$ cat config.mk
export PLATFORM = sky130hd
export DESIGN_NAME = iepr_top
export DESIGN_NICKNAME = d
export VERILOG_FILES = /design/src/rtl/iepr_pkg.sv /design/src/rtl/iepr_sfr_byte.sv /design/src/rtl/iepr_pick.sv /design/src/rtl/iepr_top.sv
export SDC_FILE = /design/constraint.sdc
export NUM_CORES = 1
export LEC_CHECK = 0
export ABC_AREA = 1
export BUFFER_PORTS_ARGS = -buffer_cell sky130_fd_sc_hd__buf_2
export CAP_MARGIN = 20
export CORE_UTILIZATION = 47
export DETAILED_ROUTE_END_ITERATION = 8
export HOLD_SLACK_MARGIN = 0.12
export PLACE_DENSITY = 0.84
export SLEW_MARGIN = 15
export SYNTH_ARGS = -nofsm -noshare
export SYNTH_HDL_FRONTEND = slang
export SYNTH_SLANG_ARGS = --single-unit
$ cat constraint.sdc
create_clock -name clk_sys_i -period 1.36 [get_ports clk_sys_i]
set_input_delay 0.136 -clock clk_sys_i [delete_from_list [all_inputs] [get_ports clk_sys_i]]
set_output_delay 0.136 -clock clk_sys_i [all_outputs]
set_load 0.005 [all_outputs]
$ cat src/rtl/iepr_pkg.sv
// Constants shared by the interrupt enable and priority register block.
package iepr_pkg;

	// Special function register byte addresses.
	localparam logic [7:0] IEPR_ADDR_PRIO_BASE = 8'hb8;
	localparam logic [7:0] IEPR_ADDR_MASK_ONE  = 8'he6;
	localparam logic [7:0] IEPR_ADDR_LEVEL_ONE = 8'hf6;

	// Reset values, writable bits and bits that always read as one.
	localparam logic [7:0] IEPR_RST_PRIO_BASE   = 8'h80;
	localparam logic [7:0] IEPR_RST_MASK_ONE    = 8'h00;
	localparam logic [7:0] IEPR_RST_LEVEL_ONE   = 8'h00;
	localparam logic [7:0] IEPR_WR_PRIO_BASE    = 8'h7f;
	localparam logic [7:0] IEPR_WR_ALL          = 8'hff;
	localparam logic [7:0] IEPR_ONES_PRIO_BASE  = 8'h80;
	localparam logic [7:0] IEPR_ONES_NONE       = 8'h00;

	// Bit addresses of a bit-addressable register share its upper five bits.
	localparam int IEPR_BIT_SEL_W = 3;

	// Field positions in the base priority register.
	localparam int IEPR_POS_EXT_INT_ZERO_LEVEL = 0;
	localparam int IEPR_POS_TIMER_ZERO_LEVEL   = 1;
	localparam int IEPR_POS_EXT_INT_ONE_LEVEL  = 2;
	localparam int IEPR_POS_TIMER_ONE_LEVEL    = 3;
	localparam int IEPR_POS_UART_LEVEL         = 4;
	localparam int IEPR_POS_TIMER_TWO_LEVEL    = 5;
	localparam int IEPR_POS_SERIAL_PERIPH_LVL  = 6;
	localparam int IEPR_NUM_BASE_SRC           = 7;

	// Field positions shared by the extended mask and extended level registers.
	localparam int IEPR_POS_SMBUS         = 0;
	localparam int IEPR_POS_RESERVED_ONE  = 1;
	localparam int IEPR_POS_WINDOW_CMP    = 2;
	localparam int IEPR_POS_CONV_DONE     = 3;
	localparam int IEPR_POS_COUNTER_ARRAY = 4;
	localparam int IEPR_POS_COMP_ZERO     = 5;
	localparam int IEPR_POS_COMP_ONE      = 6;
	localparam int IEPR_POS_TIMER_THREE   = 7;

	// Fixed priority order positions; a lower index is served first.
	localparam int IEPR_NUM_SRC       = 15;
	localparam int IEPR_IDX_W         = 4;
	localparam int IEPR_IDX_SMBUS     = 7;
	localparam int IEPR_IDX_RESERVED  = 8;
	localparam int IEPR_IDX_WINDOW    = 9;
	localparam int IEPR_IDX_CONV_DONE = 10;
	localparam int IEPR_IDX_CNT_ARRAY = 11;
	localparam int IEPR_IDX_COMP_ZERO = 12;
	localparam int IEPR_IDX_COMP_ONE  = 13;
	localparam int IEPR_IDX_TIMER_3   = 14;

	// Service nesting state, one-hot.
	typedef enum logic [3:0] {
		IEPR_SVC_NONE     = 4'b0001,
		IEPR_SVC_LOW      = 4'b0010,
		IEPR_SVC_HIGH     = 4'b0100,
		IEPR_SVC_HIGH_LOW = 4'b1000
	} iepr_svc_t;

endpackage : iepr_pkg

$ cat src/rtl/iepr_sfr_byte.sv
// One special function register byte with whole-byte and single-bit writes.
`timescale 1ns/100ps
module iepr_sfr_byte #(
	parameter logic [7:0] RESET_VAL = 8'h00,
	parameter logic [7:0] WR_MASK   = 8'hff,
	parameter logic [7:0] ONES_MASK = 8'h00
) (
	input  wire logic       clk_sys_i,
	input  wire logic       resetn_i,
	input  wire logic       wr_byte_i,
	input  wire logic [7:0] wdata_i,
	input  wire logic       wr_bit_i,
	input  wire logic [2:0] bit_sel_i,
	input  wire logic       bit_val_i,
	output logic      [7:0] q_o
);

	logic [7:0] store_q;
	logic [7:0] store_d;
	logic [7:0] bit_onehot;

	// A single-bit write only touches the selected bit, like a read-modify-write.
	assign bit_onehot = 8'h01 << bit_sel_i;
	assign store_d    = wr_byte_i ? (wdata_i & WR_MASK) :
	                    wr_bit_i  ? ((store_q & ~(bit_onehot & WR_MASK)) |
	                                 ({8{bit_val_i}} & bit_onehot & WR_MASK)) :
	                    store_q;

	// Bits outside the write mask never change, so constant bits stay put.
	always_ff @(posedge clk_sys_i or negedge resetn_i) begin
		if (!resetn_i) begin
			store_q <= RESET_VAL & WR_MASK;
		end else begin
			store_q <= store_d;
		end
	end

	// Read value forces the fixed-one bits.
	assign q_o = (store_q & WR_MASK) | ONES_MASK;

endmodule : iepr_sfr_byte

$ cat src/rtl/iepr_pick.sv
// Finds the lowest set position of a request vector.
`timescale 1ns/100ps
module iepr_pick #(
	parameter int N   = 15,
	parameter int IDX = 4
) (
	input  wire logic [N-1:0]   req_i,
	output logic                found_o,
	output logic      [IDX-1:0] idx_o
);

	// Scan from the top so the lowest index is the last to win.
	always_comb begin
		found_o = 1'b0;
		idx_o   = '0;
		for (int k = N - 1; k >= 0; k--) begin
			if (req_i[k]) begin
				found_o = 1'b1;
				idx_o   = IDX'(k);
			end
		end
	end

endmodule : iepr_pick

$ cat src/rtl/iepr_top.sv
// Interrupt enable masking, level registers and two-level request selection.
`timescale 1ns/100ps
module iepr_top
	import iepr_pkg::*;
(
	input  wire logic                                clk_sys_i,
	input  wire logic                                resetn_i,
	input  wire logic                          [7:0] sfr_addr_i,
	input  wire logic                                sfr_wr_i,
	input  wire logic                                sfr_rd_i,
	input  wire logic                          [7:0] sfr_wdata_i,
	input  wire logic                          [7:0] sfr_bit_addr_i,
	input  wire logic                                sfr_bit_wr_i,
	input  wire logic                                sfr_bit_rd_i,
	input  wire logic                                sfr_bit_wdata_i,
	input  wire logic                                global_interrupt_gate_i,
	input  wire logic [iepr_pkg::IEPR_NUM_BASE_SRC-1:0] base_enable_i,
	input  wire logic [iepr_pkg::IEPR_NUM_BASE_SRC-1:0] base_flag_i,
	input  wire logic                                timer_three_low_overflow_i,
	input  wire logic                                timer_three_high_overflow_i,
	input  wire logic                                comparator_one_rise_flag_i,
	input  wire logic                                comparator_one_fall_flag_i,
	input  wire logic                                comparator_zero_rise_flag_i,
	input  wire logic                                comparator_zero_fall_flag_i,
	input  wire logic                                counter_array_req_i,
	input  wire logic                                conversion_done_flag_i,
	input  wire logic                                window_compare_flag_i,
	input  wire logic                                smbus_port_req_i,
	input  wire logic                                irq_ack_i,
	input  wire logic                                irq_return_i,
	output logic                               [7:0] sfr_rdata_o,
	output logic                                     sfr_hit_o,
	output logic                                     sfr_bit_rdata_o,
	output logic                                     irq_req_o,
	output logic        [iepr_pkg::IEPR_IDX_W-1:0]   irq_index_o,
	output logic                                     irq_level_o,
	output logic                               [1:0] in_service_o
);

	import iepr_pkg::*;

	// Byte address decode, shared by reads and writes.
	function automatic logic addr_is(input logic [7:0] addr, input logic [7:0] base);
		addr_is = (addr == base);
	endfunction : addr_is

	// Bit address decode: the upper five bits name the bit-addressable byte.
	function automatic logic bit_addr_is(input logic [7:0] addr, input logic [7:0] base);
		bit_addr_is = (addr[7:IEPR_BIT_SEL_W] == base[7:IEPR_BIT_SEL_W]);
	endfunction : bit_addr_is

	logic                    sel_prio_base;
	logic                    sel_mask_one;
	logic                    sel_level_one;
	logic                    bit_sel_prio_base;
	logic                    any_sel;
	logic              [7:0] prio_base_val;
	logic              [7:0] mask_one_val;
	logic              [7:0] level_one_val;
	logic              [7:0] rdata_mux;
	logic                    bit_rdata_mux;
	logic [IEPR_NUM_SRC-1:0] src_req;
	logic [IEPR_NUM_SRC-1:0] src_level;
	logic [IEPR_NUM_SRC-1:0] gated_req;
	logic [IEPR_NUM_SRC-1:0] high_req;
	logic [IEPR_NUM_SRC-1:0] low_req;
	logic                    high_found;
	logic                    low_found;
	logic   [IEPR_IDX_W-1:0] high_idx;
	logic   [IEPR_IDX_W-1:0] low_idx;
	logic                    high_allowed;
	logic                    low_allowed;
	logic                    req_d;
	logic   [IEPR_IDX_W-1:0] idx_d;
	logic                    level_d;
	logic                    req_q;
	logic   [IEPR_IDX_W-1:0] idx_q;
	logic                    level_q;
	logic              [7:0] rdata_q;
	logic                    hit_q;
	logic                    bit_rdata_q;
	iepr_svc_t               svc_q;
	iepr_svc_t               svc_d;

	// Register selection for byte and bit accesses.
	assign sel_prio_base     = addr_is(sfr_addr_i, IEPR_ADDR_PRIO_BASE);
	assign sel_mask_one      = addr_is(sfr_addr_i, IEPR_ADDR_MASK_ONE);
	assign sel_level_one     = addr_is(sfr_addr_i, IEPR_ADDR_LEVEL_ONE);
	assign bit_sel_prio_base = bit_addr_is(sfr_bit_addr_i, IEPR_ADDR_PRIO_BASE);
	assign any_sel           = sel_prio_base | sel_mask_one | sel_level_one;

	// Base priority byte: top bit has no storage and reads back as one.
	iepr_sfr_byte #(
		.RESET_VAL (IEPR_RST_PRIO_BASE),
		.WR_MASK   (IEPR_WR_PRIO_BASE),
		.ONES_MASK (IEPR_ONES_PRIO_BASE)
	) u_prio_base (
		.clk_sys_i (clk_sys_i),
		.resetn_i  (resetn_i),
		.wr_byte_i (sfr_wr_i & sel_prio_base),
		.wdata_i   (sfr_wdata_i),
		.wr_bit_i  (sfr_bit_wr_i & bit_sel_prio_base),
		.bit_sel_i (sfr_bit_addr_i[IEPR_BIT_SEL_W-1:0]),
		.bit_val_i (sfr_bit_wdata_i),
		.q_o       (prio_base_val)
	);

	// Extended mask byte; the reserved bit is stored but steers nothing.
	iepr_sfr_byte #(
		.RESET_VAL (IEPR_RST_MASK_ONE),
		.WR_MASK   (IEPR_WR_ALL),
		.ONES_MASK (IEPR_ONES_NONE)
	) u_mask_one (
		.clk_sys_i (clk_sys_i),
		.resetn_i  (resetn_i),
		.wr_byte_i (sfr_wr_i & sel_mask_one),
		.wdata_i   (sfr_wdata_i),
		.wr_bit_i  (1'b0),
		.bit_sel_i (3'h0),
		.bit_val_i (1'b0),
		.q_o       (mask_one_val)
	);

	// Extended level byte, byte access only.
	iepr_sfr_byte #(
		.RESET_VAL (IEPR_RST_LEVEL_ONE),
		.WR_MASK   (IEPR_WR_ALL),
		.ONES_MASK (IEPR_ONES_NONE)
	) u_level_one (
		.clk_sys_i (clk_sys_i),
		.resetn_i  (resetn_i),
		.wr_byte_i (sfr_wr_i & sel_level_one),
		.wdata_i   (sfr_wdata_i),
		.wr_bit_i  (1'b0),
		.bit_sel_i (3'h0),
		.bit_val_i (1'b0),
		.q_o       (level_one_val)
	);

	// Read multiplexers; an address this block does not own reads as zero.
	assign rdata_mux     = sel_prio_base ? prio_base_val :
	                       sel_mask_one  ? mask_one_val  :
	                       sel_level_one ? level_one_val : 8'h00;
	assign bit_rdata_mux = bit_sel_prio_base &
	                       prio_base_val[sfr_bit_addr_i[IEPR_BIT_SEL_W-1:0]];

	// Read data are registered so the core sees them one edge after the strobe.
	always_ff @(posedge clk_sys_i or negedge resetn_i) begin
		if (!resetn_i) begin
			rdata_q     <= 8'h00;
			hit_q       <= 1'b0;
			bit_rdata_q <= 1'b0;
		end else begin
			rdata_q     <= sfr_rd_i ? rdata_mux : rdata_q;
			hit_q       <= (sfr_rd_i | sfr_wr_i) & any_sel;
			bit_rdata_q <= sfr_bit_rd_i ? bit_rdata_mux : bit_rdata_q;
		end
	end

	// Base sources keep their own order: level bit k belongs to order k.
	generate
		for (genvar k = 0; k < IEPR_NUM_BASE_SRC; k++) begin : g_base
			assign src_req[k]   = base_enable_i[k] & base_flag_i[k];
			assign src_level[k] = prio_base_val[k];
		end
	endgenerate

	// Extended sources, each gated by its own mask bit.
	assign src_req[IEPR_IDX_SMBUS]     = mask_one_val[IEPR_POS_SMBUS] &
	                                     smbus_port_req_i;
	assign src_req[IEPR_IDX_RESERVED]  = 1'b0;
	assign src_req[IEPR_IDX_WINDOW]    = mask_one_val[IEPR_POS_WINDOW_CMP] &
	                                     window_compare_flag_i;
	assign src_req[IEPR_IDX_CONV_DONE] = mask_one_val[IEPR_POS_CONV_DONE] &
	                                     conversion_done_flag_i;
	assign src_req[IEPR_IDX_CNT_ARRAY] = mask_one_val[IEPR_POS_COUNTER_ARRAY] &
	                                     counter_array_req_i;
	assign src_req[IEPR_IDX_COMP_ZERO] = mask_one_val[IEPR_POS_COMP_ZERO] &
	                                     (comparator_zero_rise_flag_i |
	                                      comparator_zero_fall_flag_i);
	assign src_req[IEPR_IDX_COMP_ONE]  = mask_one_val[IEPR_POS_COMP_ONE] &
	                                     (comparator_one_rise_flag_i |
	                                      comparator_one_fall_flag_i);
	assign src_req[IEPR_IDX_TIMER_3]   = mask_one_val[IEPR_POS_TIMER_THREE] &
	                                     (timer_three_low_overflow_i |
	                                      timer_three_high_overflow_i);

	// Extended levels; the reserved order slot has no level of its own.
	assign src_level[IEPR_IDX_SMBUS]     = level_one_val[IEPR_POS_SMBUS];
	assign src_level[IEPR_IDX_RESERVED]  = 1'b0;
	assign src_level[IEPR_IDX_WINDOW]    = level_one_val[IEPR_POS_WINDOW_CMP];
	assign src_level[IEPR_IDX_CONV_DONE] = level_one_val[IEPR_POS_CONV_DONE];
	assign src_level[IEPR_IDX_CNT_ARRAY] = level_one_val[IEPR_POS_COUNTER_ARRAY];
	assign src_level[IEPR_IDX_COMP_ZERO] = level_one_val[IEPR_POS_COMP_ZERO];
	assign src_level[IEPR_IDX_COMP_ONE]  = level_one_val[IEPR_POS_COMP_ONE];
	assign src_level[IEPR_IDX_TIMER_3]   = level_one_val[IEPR_POS_TIMER_THREE];

	// Global gate sits ahead of every mask, then requests split by level.
	assign gated_req = src_req & {IEPR_NUM_SRC{global_interrupt_gate_i}};
	assign high_req  = gated_req & src_level;
	assign low_req   = gated_req & ~src_level;

	// One finder per level keeps the fixed order independent of the other level.
	iepr_pick #(
		.N   (IEPR_NUM_SRC),
		.IDX (IEPR_IDX_W)
	) u_pick_high (
		.req_i   (high_req),
		.found_o (high_found),
		.idx_o   (high_idx)
	);

	iepr_pick #(
		.N   (IEPR_NUM_SRC),
		.IDX (IEPR_IDX_W)
	) u_pick_low (
		.req_i   (low_req),
		.found_o (low_found),
		.idx_o   (low_idx)
	);

	// A high request may enter over low service only; low needs an idle core.
	assign high_allowed = (svc_q == IEPR_SVC_NONE) | (svc_q == IEPR_SVC_LOW);
	assign low_allowed  = (svc_q == IEPR_SVC_NONE);

	// The cycle after an acknowledge presents nothing, since the pending flag
	// of the taken source is still set and would be offered twice.
	assign req_d   = ~irq_ack_i & ((high_found & high_allowed) |
	                               (low_found & low_allowed));
	assign idx_d   = (high_found & high_allowed) ? high_idx : low_idx;
	assign level_d = high_found & high_allowed;

	// Service nesting: an acknowledge pushes the offered level, a return
	// pops the innermost one; both in one cycle swap low for high.
	always_comb begin
		svc_d = svc_q;
		case (svc_q)
			IEPR_SVC_NONE: begin
				if (irq_ack_i & req_q) begin
					svc_d = level_q ? IEPR_SVC_HIGH : IEPR_SVC_LOW;
				end
			end
			IEPR_SVC_LOW: begin
				if (irq_ack_i & req_q & level_q) begin
					svc_d = irq_return_i ? IEPR_SVC_HIGH : IEPR_SVC_HIGH_LOW;
				end else if (irq_return_i) begin
					svc_d = IEPR_SVC_NONE;
				end
			end
			IEPR_SVC_HIGH: begin
				if (irq_return_i) begin
					svc_d = IEPR_SVC_NONE;
				end
			end
			IEPR_SVC_HIGH_LOW: begin
				if (irq_return_i) begin
					svc_d = IEPR_SVC_LOW;
				end
			end
			default: begin
				svc_d = IEPR_SVC_NONE;
			end
		endcase
	end

	// Request and service state registers.
	always_ff @(posedge clk_sys_i or negedge resetn_i) begin
		if (!resetn_i) begin
			req_q   <= 1'b0;
			idx_q   <= '0;
			level_q <= 1'b0;
			svc_q   <= IEPR_SVC_NONE;
		end else begin
			req_q   <= req_d;
			idx_q   <= idx_d;
			level_q <= level_d;
			svc_q   <= svc_d;
		end
	end

	// Outputs straight from flip-flops, except in_service_o, decoded from the service state.
	assign sfr_rdata_o     = rdata_q;
	assign sfr_hit_o       = hit_q;
	assign sfr_bit_rdata_o = bit_rdata_q;
	assign irq_req_o       = req_q;
	assign irq_index_o     = idx_q;
	assign irq_level_o     = level_q;
	assign in_service_o    = {(svc_q == IEPR_SVC_HIGH) | (svc_q == IEPR_SVC_HIGH_LOW),
	                          (svc_q == IEPR_SVC_LOW)  | (svc_q == IEPR_SVC_HIGH_LOW)};

endmodule : iepr_top

==> results, run 1 <==
- The final reports fail on setup timing.
- The TritonCTS clock tree is done.
- After layout, the worst setup slack is -0.133 ns.
- The routed wire length is 8800 microns.
- The number of maximum-capacitance constraint violations is 0.
- Walking the worst path, the cells encountered are buf_6 > nor2_4 > nand3_2 > buf_6 > nand2_1 > buf_2.
- For this run, the post-layout net count is 571.
- The areal power density over the cells is 922 mW/mm^2.
- The minimum clock period is 1.49 ns.
- The master of the slowest instance on the critical path is sky130_fd_sc_hd__dfstp_2.
- The multi-input combinational cell area is 0.00151 sq mm.
- The leakage power of the design is between 0.002 and 0.0025 uW.
- The number of library cell types mapped by synthesis is 35.
- The setup violation total in the final timing report is 10.
- The slew at the pin with the worst max-slew slack is 0.421 ns.
- The area of the core is 0.00554 sq mm.
- 0 antenna diodes ended up in the layout.
- The tightest min-delay check is of the in -> reg type.
- The sequential fraction of design power is 0.414.
- Yosys printed 0 warnings.
- The fraction of registers with async set or reset after synthesis is 1.00.
- The root buffer cell is sky130_fd_sc_hd__clkbuf_8.
- The setup clock skew after layout is about 0.0076 ns.
- Clock-pin slew was measured on the worst setup and hold paths at around 0.090 ns.
- The detailed-route via count is between 3000 and 4000.
- After detailed routing, the number of remaining DRC violations is 0.
- Sorting the synthesized cells by how often they occur yields sky130_fd_sc_hd__nand2_1, sky130_fd_sc_hd__inv_1, sky130_fd_sc_hd__dfrtp_1.
- The global-route wire length before repair is 13800 microns.
- By startpoint and endpoint, the worst setup path is classified as reg -> out.
- The clock drives 43 sinks.
- Global routing finished with a remaining overflow of 0.
- The critical path starts at svc_q[0].
- The number of global-route vias before repair is 3068.
- The worst slack at placement is -0.148 ns.
- In this run the worst setup path terminates at in_service_o[0].
- For this run, the register share of the synthesized area comes to 0.397.
- The post-synthesis average cell area is 7.19 sq um.
- The kind of start point of the critical path is a flop.
- The layout filler cell count is 436.
- Among the stages of the critical path, the cell type that occurs most often is sky130_fd_sc_hd__buf_6.
- The switching part of the total is 0.309.
- Entering global routing, the biggest net connects 28 pins.
- The number of nets in the synthesized netlist is 436.
- The startpoint of the lowest-slack register-to-register path is u_mask_one.q_o[6].
- The clock network fraction of design power is 0.300.
- Setup repair after global routing could not meet its margin everywhere.
- The most used flip-flop cell after synthesis is sky130_fd_sc_hd__dfrtp_1.
- CTS built an H-tree with a depth of 2.
- The final hold violation count is 0.
- The final RePlAce weighted congestion is 0.998.
- The worst hold slack is 0.123 ns.
- Of the post-synthesis cell area, the dominant cell type holds 0.387.
- The number of instances in the synthesized netlist is 378.
- The slack of the worst reg-to-reg path is -0.13 ns.
- The combinational cell fraction of total power is 0.286.
- The number of enable-type register cells in the synthesized netlist is 0.
- Compared with the post-synthesis result, the final layout area differs by 42.4%.
- The first-pass iteration count of the detailed router is 5.
- Once detailed placement completed, the half-perimeter wirelength came to 6210 microns.
- For this run, the total global-route usage over all layers was measured as 0.290.
- The final antenna-violating net count is 0.
- The number of antenna violations at the first check in global routing is 0.
- The number of rows created at floorplan is 27.
- The number of top-level pins is 76.
- The number of cells on the worst reg-to-reg path is 10.
- The number of standard cells in the layout, taps in and fillers out is 586.
- The run finished, with violations left.
- The overall die height is 78.0 microns.
- The count of input and output buffers is 75.
- The initial DRC count is ~250.
- The final-report max-slew violation count is 0.
- For this configuration, the core starts out at a cell density of 0.490.
- The detail-routed net length per standard cell is around 15 microns.
- The share of final-layout standard cells stronger than drive strength 1 is 0.381.
- For the worst setup path, the data required time is approximately 1.2 ns.
- By area the synthesized netlist is led by sky130_fd_sc_hd__dfrtp_1, sky130_fd_sc_hd__nand2_1, sky130_fd_sc_hd__inv_1.
- Dividing the final minimum period by the clock period gives 1.10.
- The register cell area after layout is 0.00108 sq mm.
- Static timing analysis puts the maximum clock frequency at 670 MHz.
- Of all nets on the critical path, the largest fanout is 3.
- The placed cell count is 556.
- The net switching power figure is 1100 uW.
- The synthesized design contains 43 register bits.
- The synthesized netlist occupies a cell area of 0.00272 sq mm.
- The clock latency on the worst-skew pair is 0.31 ns.
- The worst stage delay on the critical path is about 0.55 ns.
- The design internal power is 2460 uW.
- The worst setup path is captured at an output pin.
- Measured along the x axis, the die boundary spans 78.0 microns.
- The worst flop-to-flop path endpoint is irq_index_o[1].
- The floorplan die area is 0.00609 sq mm.
- The total CTS buffers is 5.
- The data arrival time of the critical path is 1.36 ns.
- The headroom to the max-slew limit is 0.718.
- No sink is reached through more buffers than the 2 on the longest clock path.
- The cell type contributing the most total cell area after synthesis is sky130_fd_sc_hd__dfrtp_1.
- Counting instances, the worst hold path has a depth of 3.
- The most common cell in the synthesized netlist is sky130_fd_sc_hd__nand2_1.
- The ratio of routed vias to standard cells is 5.55.
- The maximum ir drop on the vdd rail is roughly 530 uV.
==> metal layers <==
layer,global-route usage,up-vias,routed length (microns)
met1,0.348,1501,3420
met2,0.512,177,4400
li1,-,1534,-
met4,0.122,0,379
met5,0,-,0
met3,0.0523,39,604
==> repair_timing <==
| action | in CTS | in global routing |
|---|---|---|
| pin swaps | 4 | 8 |
| gates resized for setup | 15 | 25 |
| buffers inserted | 8 | 6 |
| hold endpoints to repair | 51 | 0 |
| setup endpoints to repair | 9 | 11 |
| hold buffers | 8 | 0 |
==> cell families after synthesis <==
family,after synthesis,synth area share
and+or+nand+nor,205,0.358
buffers and inverters,61,0.0907
DFF,43,0.397
AOI/OAI and AO/OA,69,0.154
==> worst min path at each step <==
stage	start	endpoint	slack, ns
final	irq_return_i	svc_q[0]	0.12
after global routing	sfr_wdata_i[5]	u_mask_one.q_o[5]	0.14
after CTS	irq_return_i	svc_q[0]	0.12
after detailed placement	resetn_i	sfr_rdata_o[5]	0.08
after global placement	resetn_i	sfr_rdata_o[5]	0.08
after floorplan	resetn_i	asynchronous set/reset pin	-0.16
==> area by class of cell <==
class | count | area share
tap | 72 | 0.0233
multi-input combinational | 274 | 0.390
sequential | 43 | 0.279
timing repair buffer | 134 | 0.224
clock inverter | 2 | 0.0100
inverter | 55 | 0.0534
clock buffer | 6 | 0.0214
==> stage by stage <==
step,setup TNS (ns),util,total power (uW),area (sq um)
after global routing,-2.13,0.698,3750,3870
final,-0.945,0.698,3570,3870
after floorplan,0,-,1860,2720
after CTS,-0.484,0.677,3470,3750
after global placement,-0.250,0.619,2280,3430
after detailed placement,-0.979,0.619,2320,3430
==> layout by cell type (no fill, tap or decap), types with 9 or more instances in the layout <==
cell type and n:
sky130_fd_sc_hd__nand3_1 14, sky130_fd_sc_hd__o21ai_2 9, sky130_fd_sc_hd__a21oi_1 12, sky130_fd_sc_hd__nand2_1 104, sky130_fd_sc_hd__o21ai_0 29, sky130_fd_sc_hd__inv_2 10, sky130_fd_sc_hd__buf_4 48, sky130_fd_sc_hd__buf_2 74
sky130_fd_sc_hd__nor2_1 26, sky130_fd_sc_hd__dfrtp_1 41, sky130_fd_sc_hd__nand4_1 20, sky130_fd_sc_hd__inv_1 45
==> worst max-delay path: cells and delay by family (launching register included) <==
kind	cells	cell delay (ns)
buf+inv	3	0.33
simple gates	3	0.17
flops	1	0.55
==> power groups by stage <==
| stage | clock [uW] | sequential, uW | combinational (uW) |
|---|---|---|---|
| 6_report | 1070 | 1480 | 1020 |
| 5_1_grt | 1140 | 1480 | 1120 |
| 4_1_cts | 1080 | 1460 | 923 |
| 3_5_place_dp | 0 | 1480 | 842 |
| 3_3_place_gp | 0 | 1470 | 811 |
| 2_1_floorplan | 0 | 1470 | 395 |
Power figures use the tool's default switching activity.
==> inputs of run 2 (changes only) <==
CORE_UTILIZATION = 57   (was 47)
PLACE_DENSITY = 0.94   (was 0.84)
SKIP_LAST_GASP = 1   (was default)
clock period = 1.9 ns   (was 1.36 ns; I/O delays follow)
==> run 2 against run 1 <==
Effect of this change: the run ends with DRC left; flip-flop and latch count is the same; via count fell by 9.8%; global-route usage up 2.1 points; first-iteration DRC count shrank 8.3%; routed wire length fell by 18%; worst setup slack gained 0.48 ns; clock power fell by 44%; non-clock buffer count shrank 53; critical path type is now reg -> reg; largest power group unchanged; highest routed layer unchanged.
==> results, run 2 (same netlist as run 1, synthesis figures left out) <==
- The total CTS buffers was 5 (unchanged).
- The slew at the pin with the worst max-slew slack is 0.533 ns (+0.112 ns).
- The ratio of routed vias to standard cells is 5.72 (+3.1%).
- The first-pass iteration count of the detailed router came to 9 (+4).
- The worst-case hold path end point is sfr_rdata_o[7].
- The number of rows created at floorplan is 24 (-11%).
- The count of nets after finishing is 518 (-9.3%).
- The detailed-placement wirelength estimate is 5740 microns (-7.5%).
- The number of H-tree levels is 2 (unchanged).
- The floorplan die area is 0.00505 sq mm (-17%).
- The number of antenna diodes is 0 (unchanged).
- The cell sitting at the root of the clock tree is a sky130_fd_sc_hd__clkbuf_8.
- The number of top-level pins is 76 (unchanged).
- The detail-routed net length per standard cell is 14.0 microns (-6.7%).
- The starting density of the core is 0.607 (+0.117).
- The setup clock skew after layout is 0.0109 ns (+0.00333 ns).
- The share of final-layout standard cells stronger than drive strength 1 was 0.260 (-0.121).
- The sum of overflow across all layers after global routing is 0 (unchanged).
- Of the available clock period, the critical path in the final layout requires 0.819.
- The worst hold path begins at sfr_rd_i.
- The final hold violation count came to 0 (unchanged).
- The headroom to the max-slew limit is 0.645 (-0.0734).
- The overall die height is 71.0 microns (-9.0%).
- The core occupancy in the finished layout came to 0.729 (+0.0310).
- The final instance area is 0.00326 sq mm (-16%).
- The number of maximum-capacitance constraint violations is 0 (unchanged).
- The number of global-route vias before repair is 2796 (-8.9%).
- The maximum ir drop on the vdd rail is 493 uV (-6.3%).
- The area of the core was 0.00447 sq mm (-19%).
- The post-cts gate resize count was 0 (-15).
- The worst hold slack is 0.141 ns (+0.0181 ns).
- The number of buffers inserted by post-CTS setup repair came to 0 (-8).
- The area of placed instances was 0.00315 sq mm (-8.3%).
- The setup violation total in the final timing report came to 0 (-10).
- The worst slack at placement is 0.238 ns (+0.387 ns).
- STA classifies the critical path endpoint as a flop.
- The required time of the critical path is 2.14 ns (+0.92 ns).
- The post-CTS clock slew at the launch and capture registers of the worst setup and hold paths is 0.08 ns (about the same).
- The cell count of the worst reg-to-reg path is 11 (+1).
- The worst register-to-register path ends at irq_index_o[0].
- The final-report max-slew violation count is 0 (unchanged).
- The global-route wire length before repair is 12200 microns (-12%).
- The detailed-route via count is 2933 (-9.8%).
- The total negative slack for setup checks came to 0 ns (+0.945 ns).
- The checks that failed: DRC.
- In the layout the commonest cells are sky130_fd_sc_hd__nand2_1, sky130_fd_sc_hd__buf_2, sky130_fd_sc_hd__inv_1, sky130_fd_sc_hd__dfrtp_1, sky130_fd_sc_hd__nor2_1.
- The number of cells on the worst hold path was 3 (unchanged).
- The worst setup path is of the reg -> reg kind.
- The leakage power of the design is 0.00176 uW (-14%).
- The CTS sink count is 43 (unchanged).
- The final RePlAce weighted congestion is 0.912 (-8.7%).
- The run finished, with violations left.
- The signed area change from the synthesized netlist to the final layout is 20.1%.
- The number of antenna violations at the first check in global routing came to 0 (unchanged).
- The number of buffers between clock root and the deepest sink came to 2 (unchanged).
- The total global routing track utilization came to 0.311 (+0.0211).
- The final antenna-violating net count is 0 (unchanged).
- The slack of the worst reg-to-reg path is 0.34 ns (+0.48 ns).
- The highest clock rate is 643 MHz.
- The data arrival time of the critical path is 1.80 ns (+0.44 ns).
- The die span in x is 71.0 microns (-9.0%).
- TritonCTS built the clock tree.
- The clock latency on the worst-skew pair is 0.31 ns (about the same).
- The count of input and output buffers is 75 (unchanged).
- Setup repair after global routing left no endpoint under its margin.
- The routed wire length was 7190 microns (-18%).
- The hold-fix buffer count after cts came to 2 (-6).
- The initial DRC count came to 231 (-8.3%).
- The areal power density over the cells is 652 mW/mm^2 (-29%).
- The most common library cell in the layout ignoring fill and taps is sky130_fd_sc_hd__nand2_1.
- The residual DRC count came to 3 (+3).
- The worst path setup slack after routing is 0.344 ns (+0.477 ns).
- The worst hold path belongs to the class in -> reg.
- The largest net degree at the start of global routing is 44 (+57%).
- The kind of start point of the critical path is a flop.
- The maximum net fanout on the critical path is 6 (+3).
- For the finished layout, the period the worst path requires is 1.56 ns.
==> run 2: cell types whose count changed in the layout (fill, tap and decap cells not counted), sizes merged <==
cell and delta:
buf -47, bufinv -1, clkbuf +1, clkinv +1, dlygate4sd3 -6, inv -1
==> run 2: critical path, cell delays in order (launching register included) <==
cell and delay [ns]:
sky130_fd_sc_hd__dfrtp_1 0.47, sky130_fd_sc_hd__inv_1 0.08, sky130_fd_sc_hd__nor2_1 0.07, sky130_fd_sc_hd__nor2_4 0.13
sky130_fd_sc_hd__nand4_1 0.10, sky130_fd_sc_hd__nor3_2 0.20, sky130_fd_sc_hd__nand2_2 0.09, sky130_fd_sc_hd__nand2_4 0.10
sky130_fd_sc_hd__inv_2 0.04, sky130_fd_sc_hd__nor2_1 0.09, sky130_fd_sc_hd__nand2_1 0.06, sky130_fd_sc_hd__nand2_1 0.05
==> run 2: area by class of cell <==
class	instances	area, sq um
Clock inverter	1	8.76
Timing Repair Buffer	81	425
Multi-Input combinational cell	274	1390
Tap cell	52	65.1
Sequential cell	43	1080
Clock buffer	7	86.3
Fill cell	353	1210
Inverter	55	206
==> run 2: where the power goes <==
| part | internal (uW) | switching (uW) |
|---|---|---|
| Combinational | 179 | 288 |
| Sequential | 987 | 68.5 |
| Clock | 297 | 306 |
| Total | 1460 | 662 |
==> run 2: routing by layer <==
layer	track usage	routed length (microns)	vias up
met1	0.359	2770	1310
li1	-	-	1429
met2	0.561	3560	157
met3	0.0556	594	37
met5	0	0	-
met4	0.147	275	0
==> run 2: worst max path at each step <==
| stage | endpoint | start | slack (ns) | depth (start not counted) |
|---|---|---|---|---|
| global placement | irq_index_o[0] | global_interrupt_gate_i | 0.35 | 15 |
| detailed placement | irq_index_o[1] | global_interrupt_gate_i | 0.24 | 11 |
| global route | irq_index_o[0] | u_mask_one.q_o[6] | 0.19 | 14 |
| CTS | irq_index_o[0] | flop | 0.35 | 11 |
| finish | irq_index_o[0] | flop | 0.34 | 11 |
| floorplan | irq_index_o[1] | svc_q[0] | 0.56 | 8 |
==> run 2: stage by stage <==
stage | cells | total power (uW)
4_1_cts | 513 | 2130
5_1_grt | 513 | 2240
2_1_floorplan | 378 | 1330
3_3_place_gp | 503 | 1500
6_report | 513 | 2130
3_5_place_dp | 503 | 1530
